[config.mk]
export PLATFORM = sky130hd
export DESIGN_NAME = tdp_timer
export DESIGN_NICKNAME = d
export VERILOG_FILES = /design/src/tdp_pkg.sv /design/src/tdp_timer.sv
export VERILOG_INCLUDE_DIRS = /design/src /design/src/src
export SDC_FILE = /design/constraint.sdc
export NUM_CORES = 1
export LEC_CHECK = 0
export BUFFER_PORTS_ARGS = -buffer_cell sky130_fd_sc_hd__buf_4
export CAP_MARGIN = 20
export CELL_PAD_IN_SITES_DETAIL_PLACEMENT = 1
export CELL_PAD_IN_SITES_GLOBAL_PLACEMENT = 1
export CORE_ASPECT_RATIO = 1.2
export CORE_MARGIN = 5
export CORE_UTILIZATION = 49
export DETAILED_ROUTE_END_ITERATION = 8
export HOLD_SLACK_MARGIN = 0.12
export PLACE_DENSITY_LB_ADDON = 0.1
export SKIP_CTS_REPAIR_TIMING = 1
export SYNTH_ARGS = -nofsm -noshare
export SYNTH_HDL_FRONTEND = slang
export SYNTH_SLANG_ARGS = --single-unit
[constraint.sdc]
create_clock -name ref_clk_in -period 5.07 [get_ports ref_clk_in]
set_clock_uncertainty 0.1 [all_clocks]
set_input_delay 0.7605 -clock ref_clk_in [delete_from_list [all_inputs] [get_ports ref_clk_in]]
set_output_delay 0.7605 -clock ref_clk_in [all_outputs]
set_load 0.05 [all_outputs]
[src/tdp_map.svh]
`ifndef TDP_MAP_SVH
`define TDP_MAP_SVH
`define TDP_OFS_CTRL_A    8'h00
`define TDP_OFS_CTRL_B    8'h04
`define TDP_OFS_COUNT     8'h08
`define TDP_OFS_CMP_A     8'h0C
`define TDP_OFS_CMP_B     8'h10
`define TDP_OFS_CAPTURE   8'h14
`define TDP_OFS_FLAGS     8'h18
`define TDP_OFS_PINS      8'h1C
`define TDP_CA_MODE_A_HI  7
`define TDP_CA_MODE_A_LO  6
`define TDP_CA_MODE_B_HI  5
`define TDP_CA_MODE_B_LO  4
`define TDP_CA_FORCE_A    3
`define TDP_CA_FORCE_B    2
`define TDP_CB_WGM_HI     4
`define TDP_CB_WGM_LO     3
`define TDP_CTRL_A_RST    8'h00
`define TDP_CTRL_B_RST    8'h00
`define TDP_BOTTOM        16'h0000
`define TDP_MAX           16'hFFFF
`define TDP_DIV_8         10'h007
`define TDP_DIV_64        10'h03F
`define TDP_DIV_256       10'h0FF
`define TDP_DIV_1024      10'h3FF
`endif

[src/tdp_pkg.sv]
package tdp_pkg;
  typedef enum logic [1:0] {TDP_NON_PWM, TDP_FAST, TDP_DUAL_TOP, TDP_DUAL_BOT} tdp_class_t;
  typedef struct packed {
    logic [31:0] haddr;
    logic [1:0]  htrans;
    logic        hwrite;
    logic [2:0]  hsize;
    logic        hsel;
  } tdp_ahb_req_t;
  typedef struct packed {
    logic [15:0] top;
    logic        tick;
    logic        at_top;
    logic        at_bot;
  } tdp_cnt_t;
endpackage

[src/tdp_timer.sv]
`timescale 1ns/100ps
`include "tdp_map.svh"
module tdp_timer
  import tdp_pkg::*;
(
  input  wire logic         ref_clk_in,
  input  wire logic         rst_b_in,
  input  wire tdp_ahb_req_t ahb_req_in,
  input  wire logic         hready_in,
  input  wire logic [31:0]  hwdata_in,
  output logic [31:0]       hrdata_out,
  output logic              hreadyout_out,
  output logic              hresp_out,
  input  wire logic         port_data_a_in,
  input  wire logic         port_data_b_in,
  output logic              pad_a_out,
  output logic              pad_a_oe_out,
  output logic              pad_b_out,
  output logic              pad_b_oe_out
);

  logic [7:0]  ctrl_a_q;
  logic [7:0]  ctrl_b_q;
  logic [15:0] count_q;
  logic [15:0] cmp_buf_a_q;
  logic [15:0] cmp_buf_b_q;
  logic [15:0] cmp_a_q;
  logic [15:0] cmp_b_q;
  logic [15:0] capture_q;
  logic        down_q;
  logic        ovf_flag_q;
  logic        cap_flag_q;
  logic [1:0]  match_flag_q;
  logic [1:0]  wave_q;
  logic [1:0]  dir_q;
  logic [9:0]  pre_q;
  logic        wr_pend_q;
  logic [7:0]  wr_addr_q;
  logic [7:0]  rd_addr;
  logic [3:0]  wgm;
  tdp_class_t  cls;
  tdp_cnt_t    cnt;
  logic        wr_en;
  logic        rd_en;
  logic        tick_c;
  logic [1:0]  force_s;
  logic [1:0]  match;
  logic [15:0] cmp_v [2];
  logic [1:0]  omode [2];

  // Mode bits 3:2 live in control register B
  assign wgm = {ctrl_b_q[`TDP_CB_WGM_HI:`TDP_CB_WGM_LO], ctrl_a_q[1:0]};

  function automatic tdp_class_t mode_class(input logic [3:0] m);
    case (m)
      4'h0, 4'h4, 4'hC, 4'hD: mode_class = TDP_NON_PWM;
      4'h5, 4'h6, 4'h7, 4'hE, 4'hF: mode_class = TDP_FAST;
      4'h8, 4'h9: mode_class = TDP_DUAL_BOT;
      default: mode_class = TDP_DUAL_TOP;
    endcase
  endfunction

  function automatic logic [15:0] top_of(input logic [3:0] m, input logic [15:0] icr,
                                         input logic [15:0] oca);
    case (m)
      4'h1, 4'h5: top_of = 16'h00FF;
      4'h2, 4'h6: top_of = 16'h01FF;
      4'h3, 4'h7: top_of = 16'h03FF;
      4'h8, 4'hA, 4'hC, 4'hE: top_of = icr;
      4'h4, 4'h9, 4'hB, 4'hF: top_of = oca;
      default: top_of = `TDP_MAX;
    endcase
  endfunction

  function automatic logic is_reg(input logic [7:0] a, input logic [7:0] ofs);
    is_reg = (a == ofs);
  endfunction

  // Toggle mode reaches a pin only where that toggle is defined for it
  function automatic logic wave_on(input logic chan_b, input logic [1:0] om,
                                   input tdp_class_t c, input logic [3:0] m);
    if (om == 2'b00) begin
      wave_on = 1'b0;
    end else if (om != 2'b01 || c == TDP_NON_PWM) begin
      wave_on = 1'b1;
    end else begin
      wave_on = !chan_b && ((c == TDP_FAST) ? (m == 4'hF) : (m == 4'h9 || m == 4'hE));
    end
  endfunction

  assign cls = mode_class(wgm);
  assign cnt.top = top_of(wgm, capture_q, cmp_a_q);
  assign cnt.at_top = (count_q == cnt.top);
  assign cnt.at_bot = (count_q == `TDP_BOTTOM);

  // Prescaled tick qualifies the single system clock
  always_ff @(posedge ref_clk_in or negedge rst_b_in) begin
    if (!rst_b_in) begin
      pre_q <= 10'h000;
    end else begin
      pre_q <= pre_q + 10'h001;
    end
  end

  always_comb begin
    case (ctrl_b_q[2:0])
      3'h1: tick_c = 1'b1;
      3'h2: tick_c = ((pre_q & `TDP_DIV_8) == 10'h000);
      3'h3: tick_c = ((pre_q & `TDP_DIV_64) == 10'h000);
      3'h4: tick_c = ((pre_q & `TDP_DIV_256) == 10'h000);
      3'h5: tick_c = (pre_q == 10'h000);
      default: tick_c = 1'b0;
    endcase
  end

  // Kept apart from the struct so one process does not share it with assigns
  assign cnt.tick = tick_c;

  // AHB-Lite slave, zero wait states
  assign wr_en = ahb_req_in.hsel && hready_in && ahb_req_in.htrans[1] && ahb_req_in.hwrite;
  assign rd_en = ahb_req_in.hsel && hready_in && ahb_req_in.htrans[1] && !ahb_req_in.hwrite;
  assign rd_addr = ahb_req_in.haddr[7:0];
  assign hreadyout_out = 1'b1;
  assign hresp_out = 1'b0;

  always_ff @(posedge ref_clk_in or negedge rst_b_in) begin
    if (!rst_b_in) begin
      wr_pend_q <= 1'b0;
      wr_addr_q <= 8'h00;
    end else begin
      wr_pend_q <= wr_en;
      wr_addr_q <= ahb_req_in.haddr[7:0];
    end
  end

  // Unmapped addresses read zero; force strobes never read back
  always_ff @(posedge ref_clk_in or negedge rst_b_in) begin
    if (!rst_b_in) begin
      hrdata_out <= 32'h0000_0000;
    end else if (rd_en) begin
      hrdata_out <= 32'h0000_0000;
      if (is_reg(rd_addr, `TDP_OFS_CTRL_A)) hrdata_out[7:0] <= ctrl_a_q;
      if (is_reg(rd_addr, `TDP_OFS_CTRL_B)) hrdata_out[7:0] <= ctrl_b_q;
      if (is_reg(rd_addr, `TDP_OFS_COUNT)) hrdata_out[15:0] <= count_q;
      if (is_reg(rd_addr, `TDP_OFS_CMP_A)) hrdata_out[15:0] <= cmp_buf_a_q;
      if (is_reg(rd_addr, `TDP_OFS_CMP_B)) hrdata_out[15:0] <= cmp_buf_b_q;
      if (is_reg(rd_addr, `TDP_OFS_CAPTURE)) hrdata_out[15:0] <= capture_q;
      if (is_reg(rd_addr, `TDP_OFS_FLAGS)) begin
        hrdata_out[4:0] <= {down_q, cap_flag_q, match_flag_q, ovf_flag_q};
      end
      if (is_reg(rd_addr, `TDP_OFS_PINS)) hrdata_out[3:0] <= {dir_q, wave_q};
    end
  end

  // Strobes are not stored, so a read of bits 3:2 gives zero
  always_ff @(posedge ref_clk_in or negedge rst_b_in) begin
    if (!rst_b_in) begin
      ctrl_a_q <= `TDP_CTRL_A_RST;
      ctrl_b_q <= `TDP_CTRL_B_RST;
      capture_q <= 16'h0000;
      dir_q <= 2'b00;
    end else if (wr_pend_q) begin
      if (is_reg(wr_addr_q, `TDP_OFS_CTRL_A)) begin
        ctrl_a_q <= {hwdata_in[7:4], 2'b00, hwdata_in[1:0]};
      end
      if (is_reg(wr_addr_q, `TDP_OFS_CTRL_B)) ctrl_b_q <= {3'b000, hwdata_in[4:0]};
      if (is_reg(wr_addr_q, `TDP_OFS_CAPTURE)) capture_q <= hwdata_in[15:0];
      if (is_reg(wr_addr_q, `TDP_OFS_PINS)) dir_q <= hwdata_in[3:2];
    end
  end

  // Forced match only acts in non-PWM modes
  assign force_s[0] = wr_pend_q && is_reg(wr_addr_q, `TDP_OFS_CTRL_A)
                      && hwdata_in[`TDP_CA_FORCE_A] && (cls == TDP_NON_PWM);
  assign force_s[1] = wr_pend_q && is_reg(wr_addr_q, `TDP_OFS_CTRL_A)
                      && hwdata_in[`TDP_CA_FORCE_B] && (cls == TDP_NON_PWM);

  always_ff @(posedge ref_clk_in or negedge rst_b_in) begin
    if (!rst_b_in) begin
      cmp_buf_a_q <= 16'h0000;
      cmp_buf_b_q <= 16'h0000;
    end else if (wr_pend_q) begin
      if (is_reg(wr_addr_q, `TDP_OFS_CMP_A)) cmp_buf_a_q <= hwdata_in[15:0];
      if (is_reg(wr_addr_q, `TDP_OFS_CMP_B)) cmp_buf_b_q <= hwdata_in[15:0];
    end
  end

  // Active compare update point depends on mode class
  always_ff @(posedge ref_clk_in or negedge rst_b_in) begin
    if (!rst_b_in) begin
      cmp_a_q <= 16'h0000;
      cmp_b_q <= 16'h0000;
    end else if (cls == TDP_NON_PWM) begin
      cmp_a_q <= cmp_buf_a_q;
      cmp_b_q <= cmp_buf_b_q;
    end else if (cnt.tick && (((cls == TDP_DUAL_BOT) && cnt.at_bot)
                 || ((cls == TDP_DUAL_TOP) && cnt.at_top)
                 || ((cls == TDP_FAST) && cnt.at_bot))) begin
      cmp_a_q <= cmp_buf_a_q;
      cmp_b_q <= cmp_buf_b_q;
    end
  end

  // Counter and direction; turning on TOP lets every value stand one tick,
  // so a dual-slope period is exactly twice TOP
  always_ff @(posedge ref_clk_in or negedge rst_b_in) begin
    if (!rst_b_in) begin
      count_q <= `TDP_BOTTOM;
      down_q <= 1'b0;
    end else if (wr_pend_q && is_reg(wr_addr_q, `TDP_OFS_COUNT)) begin
      count_q <= hwdata_in[15:0];
    end else if (cnt.tick) begin
      if (cls == TDP_DUAL_TOP || cls == TDP_DUAL_BOT) begin
        if (!down_q && cnt.at_top && !cnt.at_bot) begin
          down_q <= 1'b1;
          count_q <= count_q - 16'h0001;
        end else if (down_q && !cnt.at_bot) begin
          count_q <= count_q - 16'h0001;
        end else begin
          // A TOP of zero must not wrap the count below BOTTOM
          down_q <= 1'b0;
          count_q <= count_q + 16'h0001;
        end
      end else begin
        down_q <= 1'b0;
        if (cnt.at_top && wgm != 4'h0) count_q <= `TDP_BOTTOM;
        else count_q <= count_q + 16'h0001;
      end
    end
  end

  // Compare above TOP never equals count, so no match then
  assign cmp_v[0] = cmp_a_q;
  assign cmp_v[1] = cmp_b_q;
  assign omode[0] = ctrl_a_q[`TDP_CA_MODE_A_HI:`TDP_CA_MODE_A_LO];
  assign omode[1] = ctrl_a_q[`TDP_CA_MODE_B_HI:`TDP_CA_MODE_B_LO];

  // Flags: writing one clears, hardware set wins over clear
  always_ff @(posedge ref_clk_in or negedge rst_b_in) begin
    if (!rst_b_in) begin
      ovf_flag_q <= 1'b0;
      cap_flag_q <= 1'b0;
    end else begin
      // Same tick as the BOTTOM compare load in modes 8 and 9; the other dual-slope modes load at TOP
      if (cnt.tick && cnt.at_bot && (cls == TDP_DUAL_BOT || cls == TDP_DUAL_TOP)) begin
        ovf_flag_q <= 1'b1;
      end else if (cnt.tick && cnt.at_top && cls == TDP_FAST) begin
        ovf_flag_q <= 1'b1;
      end else if (cnt.tick && count_q == `TDP_MAX && cls == TDP_NON_PWM) begin
        ovf_flag_q <= 1'b1;
      end else if (wr_pend_q && is_reg(wr_addr_q, `TDP_OFS_FLAGS) && hwdata_in[0]) begin
        ovf_flag_q <= 1'b0;
      end
      if (cnt.tick && cnt.at_top && (wgm == 4'h8 || wgm == 4'hA || wgm == 4'hE)) begin
        cap_flag_q <= 1'b1;
      end else if (wr_pend_q && is_reg(wr_addr_q, `TDP_OFS_FLAGS) && hwdata_in[3]) begin
        cap_flag_q <= 1'b0;
      end
    end
  end

  genvar g;
  generate
    for (g = 0; g < 2; g++) begin : g_chan
      logic act;
      logic ovr;
      assign match[g] = cnt.tick && (count_q == cmp_v[g]);
      // A compare sitting on TOP is served by the TOP action instead
      assign ovr = (cmp_v[g] == cnt.top);
      // Top-defining compare A matches at TOP, giving its flag there
      always_ff @(posedge ref_clk_in or negedge rst_b_in) begin
        if (!rst_b_in) begin
          match_flag_q[g] <= 1'b0;
        end else if (match[g]) begin
          match_flag_q[g] <= 1'b1;
        end else if (wr_pend_q && is_reg(wr_addr_q, `TDP_OFS_FLAGS) && hwdata_in[g+1]) begin
          match_flag_q[g] <= 1'b0;
        end
      end

      // Waveform decode per mode class
      assign act = match[g] || force_s[g];
      always_ff @(posedge ref_clk_in or negedge rst_b_in) begin
        if (!rst_b_in) begin
          wave_q[g] <= 1'b0;
        end else begin
          case (cls)
            TDP_NON_PWM: begin
              if (act) begin
                case (omode[g])
                  2'b01: wave_q[g] <= ~wave_q[g];
                  2'b10: wave_q[g] <= 1'b0;
                  2'b11: wave_q[g] <= 1'b1;
                  default: wave_q[g] <= wave_q[g];
                endcase
              end
            end
            TDP_FAST: begin
              if (omode[g] == 2'b01) begin
                if (g == 0 && wgm == 4'hF && match[g]) wave_q[g] <= ~wave_q[g];
              end else if (omode[g][1] && cnt.tick && cnt.at_top) begin
                wave_q[g] <= ~omode[g][0];
              end else if (omode[g][1] && match[g] && !ovr) begin
                wave_q[g] <= omode[g][0];
              end
            end
            default: begin
              if (omode[g] == 2'b01) begin
                if (g == 0 && (wgm == 4'h9 || wgm == 4'hE) && match[g]) begin
                  wave_q[g] <= ~wave_q[g];
                end
              end else if (omode[g][1] && match[g]) begin
                // Turning point match keeps steady level at BOTTOM/TOP
                if (cnt.at_top) wave_q[g] <= ~omode[g][0];
                else if (cnt.at_bot) wave_q[g] <= omode[g][0];
                else if (!down_q) wave_q[g] <= omode[g][0];
                else wave_q[g] <= ~omode[g][0];
              end
            end
          endcase
        end
      end
    end
  endgenerate

  // Pin mux: waveform overrides port data, driver gated by direction
  always_ff @(posedge ref_clk_in or negedge rst_b_in) begin
    if (!rst_b_in) begin
      pad_a_out <= 1'b0;
      pad_b_out <= 1'b0;
    end else begin
      pad_a_out <= wave_on(1'b0, omode[0], cls, wgm) ? wave_q[0] : port_data_a_in;
      pad_b_out <= wave_on(1'b1, omode[1], cls, wgm) ? wave_q[1] : port_data_b_in;
    end
  end

  assign pad_a_oe_out = dir_q[0];
  assign pad_b_oe_out = dir_q[1];

endmodule // tdp_timer

Word level (Yosys, flattened, before mapping)
Memories as Yosys holds them, arrays and structs flattened.
Index checks and enable logic that the tools add are counted.

operators by class
  $add $sub $neg = 3
  equality and inequality tests = 61
  mux-type cells = 64
  bitwise gates (word level) = 5
  reduce and logical (&&, ||, !) cells = 90

operators with widths
  cell                   count
  $mux 16                14
  $eq 16x16->1           5
  $pmux 16 s5            1
  $eq 8x5->1 const B     8
  $logic_and 1x1->1      42
  $logic_not 10->1       4
  $mux 1                 40
  $eq 8x4->1 const B     4
  $eq 4x4->1 const B     7
  $add 16x1->16 const B  1
  $eq 16x16->1 const B   1
  $eq 4x3->1 const B     4
  $eq 8x3->1 const B     2
  $logic_not 16->1       1
  $logic_not 8->1        2
  $mux 8                 2
  $sub 16x1->16 const B  1
  $eq 2x2->1 const B     6
  $ne 4x1->1 const B     3
  $reduce_and 2->1       6
  $reduce_and 6->1       2
  $reduce_bool 4->1      3
  $add 10x1->10 const B  1
  $logic_or 1x1->1       10
  other kinds (25)       53

storage, ports and cells
  register bits after elaboration = 153
  memory bits (read-only) = 32
  bits of input ports = 76
  output and inout bits = 38
  memories = 1

memory list
  name             depth  width  rd ports  clocked after memory_dff  write ports  RTL line         source
  (no name shown)  16     2      1         0                         0            tdp_timer.sv:55  case (m)

Depth between registers and ports, before layout
  depth after elaboration = 10
  depth in mapped cells = 13

Worst setup path after synthesis
OpenSTA, ideal clock, no wires.

  path type = reg-to-reg
  from = register count_q[0]
  to = register count_q[12]
  data arrival time = 3.149 ns
  setup slack = 1.729 ns
  stages on the path, launching flop included = 12
  clock period less this slack = 3.341 ns
  path through = dfrtp_1 -> buf_6 -> nor2b_1 -> a2111oi_4 -> o221ai_2 -> a221o_1 -> or4_4 -> buf_6 -> o31ai_4 -> nand2_4 -> o311a_1 -> o31ai_2

between the ends
  cells in the longest elaborated chain, start to end = 8
  elaborated cells between the ends (all ways) = 15
  classes of those cells = add/sub (2); eq/ne (1); mux (6); reduce/logical (6)

RTL lines
  element                                                RTL line          source
  from (decl)                                            tdp_timer.sv:24   logic [15:0] count_q;
  from (signal assigned)                                 tdp_timer.sv:208  count_q <= `TDP_BOTTOM;
  from (signal assigned)                                 tdp_timer.sv:211  count_q <= hwdata_in[15:0];
  from (signal assigned)                                 tdp_timer.sv:216  count_q <= count_q - 16'h0001;
  branches (longest 5 deep; another with $add 16x1->16)  -
  $mux 16 *                                              tdp_timer.sv:213  if (cls == TDP_DUAL_TOP || cls == TDP_DUAL_BOT) begin
  $mux 16 *                                              tdp_timer.sv:212  end else if (cnt.tick) begin
  $mux 16 *                                              tdp_timer.sv:210  end else if (wr_pend_q && is_reg(wr_addr_q, `TDP_OFS_COUNT)) begin

Mark *: on every way between the ends. The select of a mux whose other input is x is not followed.
A chain may end at the register's enable or synchronous reset.

Worst setup path after layout
  from = register ctrl_b_q[4]
  to = register cmp_b_q[8]

between the ends
  cells in the longest elaborated chain, start to end = 9
  elaborated cells between the ends (all ways) = 34
  classes of those cells = eq/ne (18); mux (2); reduce/logical (13); memory (1)

RTL lines
  element                                             RTL line          source
  from (decl)                                         tdp_timer.sv:23   logic [7:0] ctrl_b_q;
  from (signal assigned)                              tdp_timer.sv:159  ctrl_b_q <= `TDP_CTRL_B_RST;
  from (signal assigned)                              tdp_timer.sv:166  if (is_reg(wr_addr_q, `TDP_OFS_CTRL_B)) ctrl_b_q <= {3'b000, hwdata_in[4:0]};
  $eq 4x4->1, or another cell as far along            -
  $reduce_or 4->1 or $reduce_or 2->1 (tied branches)  tdp_timer.sv:65   case (m)
  $pmux 16 s5                                         tdp_timer.sv:65
  $eq 16x16->1                                        tdp_timer.sv:93   assign cnt.at_top = (count_q == cnt.top);
  $logic_and 1x1->1                                   tdp_timer.sv:197  || ((cls == TDP_DUAL_TOP) && cnt.at_top)
  $logic_or 1x1->1                                    tdp_timer.sv:197
  $logic_or 1x1->1                                    tdp_timer.sv:198  || ((cls == TDP_FAST) && cnt.at_bot))) begin
  $logic_and 1x1->1                                   tdp_timer.sv:196  end else if (cnt.tick && (((cls == TDP_DUAL_BOT) && cnt.at_bot)
  $reduce_bool 2->1 (no source line)                  -
  to (signal assigned)                                tdp_timer.sv:195  cmp_b_q <= cmp_buf_b_q;
  to (signal assigned)                                tdp_timer.sv:200  cmp_b_q <= cmp_buf_b_q;
  to (decl)                                           tdp_timer.sv:28   logic [15:0] cmp_b_q;

Several ways; a longest one is shown, not always the timed one.

==> flow_summary.json <==
{
  "wl_met1_um": 14500,
  "grt_overflow": 0,
  "wl_met3_um": 2500,
  "ios": 114,
  "critical_path_required_ps": 5280,
  "yosys.area_share.adder": 0.00518,
  "yosysWarnings": 0,
  "slowest_delay_ps": 690,
  "hp-class": "primary input to asynchronous set/reset pin",
  "clockBufferDepth": 2,
  "yosysTopAreaCellShare": 0.396,
  "synth_compound_area_frac": 0.182,
  "endpoint_kind": "flop",
  "slew_viol_final": 0,
  "async_reset_ff_frac": 1.00,
  "final_util": 0.563,
  "dieArea_um2": 22700,
  "path_cells": "or3_1, a21bo_2, a31o_1, a222oi_1, nand3_2, nor3_4, mux2_2, o21ai_2, buf_4, mux2_1",
  "pre_cts_ws_ps": 843,
  "final.setup.tns_ps": 0,
  "worstSetupPathType": "flop to flop",
  "dr_total_vias": 8957,
  "powerDensity_nw_per_um2": 302,
  "drc": 0,
  "diodes": 0,
  "post_drt_wl_per_cell_um": 26.6,
  "antenna_found_initial": 0,
  "via_per_inst": 6.61,
  "firstDrtPassIters": 7,
  "cpMaxStageDelayCell": "dfrtp_1",
  "top_layer_used": "met4",
  "syn_inst": 1044,
  "synth_common_cells": "dfrtp_1, nand2_1, mux2_2, o21ai_0, nor2_1",
  "avgSynthCellArea_um2": 9.26,
  "cts_buffers": 17,
  "fin_crit_ps": 4260,
  "postLayoutCellArea_um2": 11000,
  "crit_path_start_kind": "flop",
  "wl_met2_um": 17500,
  "nets": 1162,
  "wirelength_um": 36100,
  "synth.most_common_cell": "dfrtp_1",
  "first_global_vias": 9323,
  "tritoncts": "yes",
  "die_x_um": 138,
  "vdd_drop_max_v": 0.000220,
  "rows": 56,
  "yosys.area_share.simple": 0.174,
  "area_growth_syn_to_layout_pct": 13.5,
  "setup_viol": 0,
  "synth_top_family_by_area": "compound AO/OA/AOI/OAI gates",
  "dp_hpwl_um": 26000,
  "drtIter0Drc": 842,
  "final_hold_viol_count": 0,
  "placement.io_buffers": 51,
  "tightest_slew_ps": 971,
  "clkLatencyLatePin_ps": 430,
  "synth_cell_types": 83,
  "p_leak_nw": 4.78,
  "rsz0062_at_grt": "false",
  "die_height_um": 164,
  "synthMuxAreaShare": 0.122,
  "yosys.area.top_type": "dfrtp_1",
  "grt_pass1_wl_um": 55900,
  "clock_sinks": 153,
  "status": "completed",
  "max_slew_margin": 0.351,
  "initial_core_util": 0.496,
  "synth_edf_count": 0,
  "synthTopCellsByArea": "dfrtp_1, mux2_2, nand2_1",
  "core-area_um2": 19500,
  "place_congestion": 1.00,
  "synth_xor_area_frac": 0.0634,
  "worstPathArrival_ps": 4470,
  "period_share": 0.841,
  "seq_area_frac_synth": 0.396,
  "cts.clk_slew.worst_paths_ps": 70,
  "grt_max_degree": 80,
  "root_buffer": "clkbuf_16",
  "track_usage": 0.320,
  "htree_levels": 4,
  "place_area_um2": 10300,
  "synth_area_um2": 9670,
  "cp_max_fo": 32,
  "synth_ff_type": "dfrtp_1",
  "drive_gt1_frac": 0.217,
  "finalWorstSetupSlack_ps": 806,
  "max_freq_mhz": 235,
  "yosys_register_bits": 153,
  "antenna_left": 0,
  "max_cap_viol_count": 0
}
-- worst paths after layout --
check	from	to	slack (ps)	cells after the start
worst max-delay path	ctrl_b_q[4]	cmp_b_q[8]	810	10
worst min-delay path	rst_b_in	count_q[0]	290	1
worst max register to register	ctrl_b_q[4]	cmp_b_q[8]	810	10
worst min register to register	pre_q[9]	pre_q[9]	370	1
max in group asynchronous	rst_b_in	cmp_buf_b_q[7]	3510	2
min in group ref_clk_in	ahb_req_in[13]	wr_addr_q[6]	350	1
-- kinds of logic after synthesis --
| family | Yosys count |
|---|---|
| compound gates | 258 |
| other cells | 2 |
| mux | 106 |
| flops | 153 |
| simple gates | 332 |
| buf+inv | 119 |
| fa+ha+maj | 4 |
| xor+xnor | 70 |
-- registers in the layout, indices dropped and copies added, names as in the netlist, 2 cells and up --
register and flops:
ctrl_a_q 6, wr_addr_q 8, ctrl_b_q 5, cmp_buf_b_q 16, match_flag_q 2, capture_q 16
hrdata_out 16, dir_q 2, cmp_buf_a_q 16, cmp_a_q 16, count_q 16, wave_q 2
pre_q 10, cmp_b_q 16
-- layer usage --
metal	track usage	up-vias
met5	0	-
met4	0.157	0
met3	0.0562	107
met2	0.534	431
met1	0.404	4556
li1	-	3863
-- through the flow --
step | power [mW] | hold slack (ps) | instances
2_1_floorplan | 1.68 | 337 | 1060
3_3_place_gp | 1.85 | 358 | 1323
3_5_place_dp | 1.87 | 357 | 1323
4_1_cts | 3.31 | 311 | 1355
5_1_grt | 3.41 | 338 | 1356
6_report | 3.31 | 288 | 1356
-- report_power, final --
part	internal [mW]	leakage [nW]	switching, mW	total, mW
clock	0.856	0.322	0.595	1.45
combinational	0.180	2.56	0.299	0.479
sequential	1.28	1.90	0.0984	1.38
-- area by class of cell --
type | count | area (µm²)
clock buffer | 18 | 439
clock inverter | 14 | 208
fill | 2299 | 8510
inverter | 33 | 124
multi-input combinational | 788 | 5370
sequential | 153 | 3830
tap | 261 | 327
timing repair buffer | 89 | 676
-- worst max-delay path: cells and delay by family (launching register included) --
family,cells,cell delay [ps]
flops,1,690
buf+inv,1,290
mux,2,590
simple gates,3,1320
compound gates,4,1140
-- cell usage in the layout, fill, tap and decap left out, drive strengths merged, types with 10 or more instances in the layout --
cell / netlist / final
dfrtp: 153 / 153
xnor2: 33 / 33
xor2: 37 / 37
a31oi: 16 / 16
mux2i: 13 / 13
mux2: 93 / 93
a21oi: 53 / 53
or3: 12 / 12
conb: 2 / 18
and3: 12 / 12
nor2: 61 / 61
nor2b: 10 / 10
a22oi: 10 / 10
a21o: 12 / 12
inv: 32 / 40
nand2b: 14 / 14
buf: 41 / 89
nand3: 32 / 32
o21ai: 67 / 67
a222oi: 12 / 12
clkbuf: 45 / 18
nor4: 16 / 16
nand4: 17 / 17
nor3: 27 / 27
nand2: 102 / 102
o22ai: 14 / 14
No activity file was read; power rests on OpenSTA's default activity.
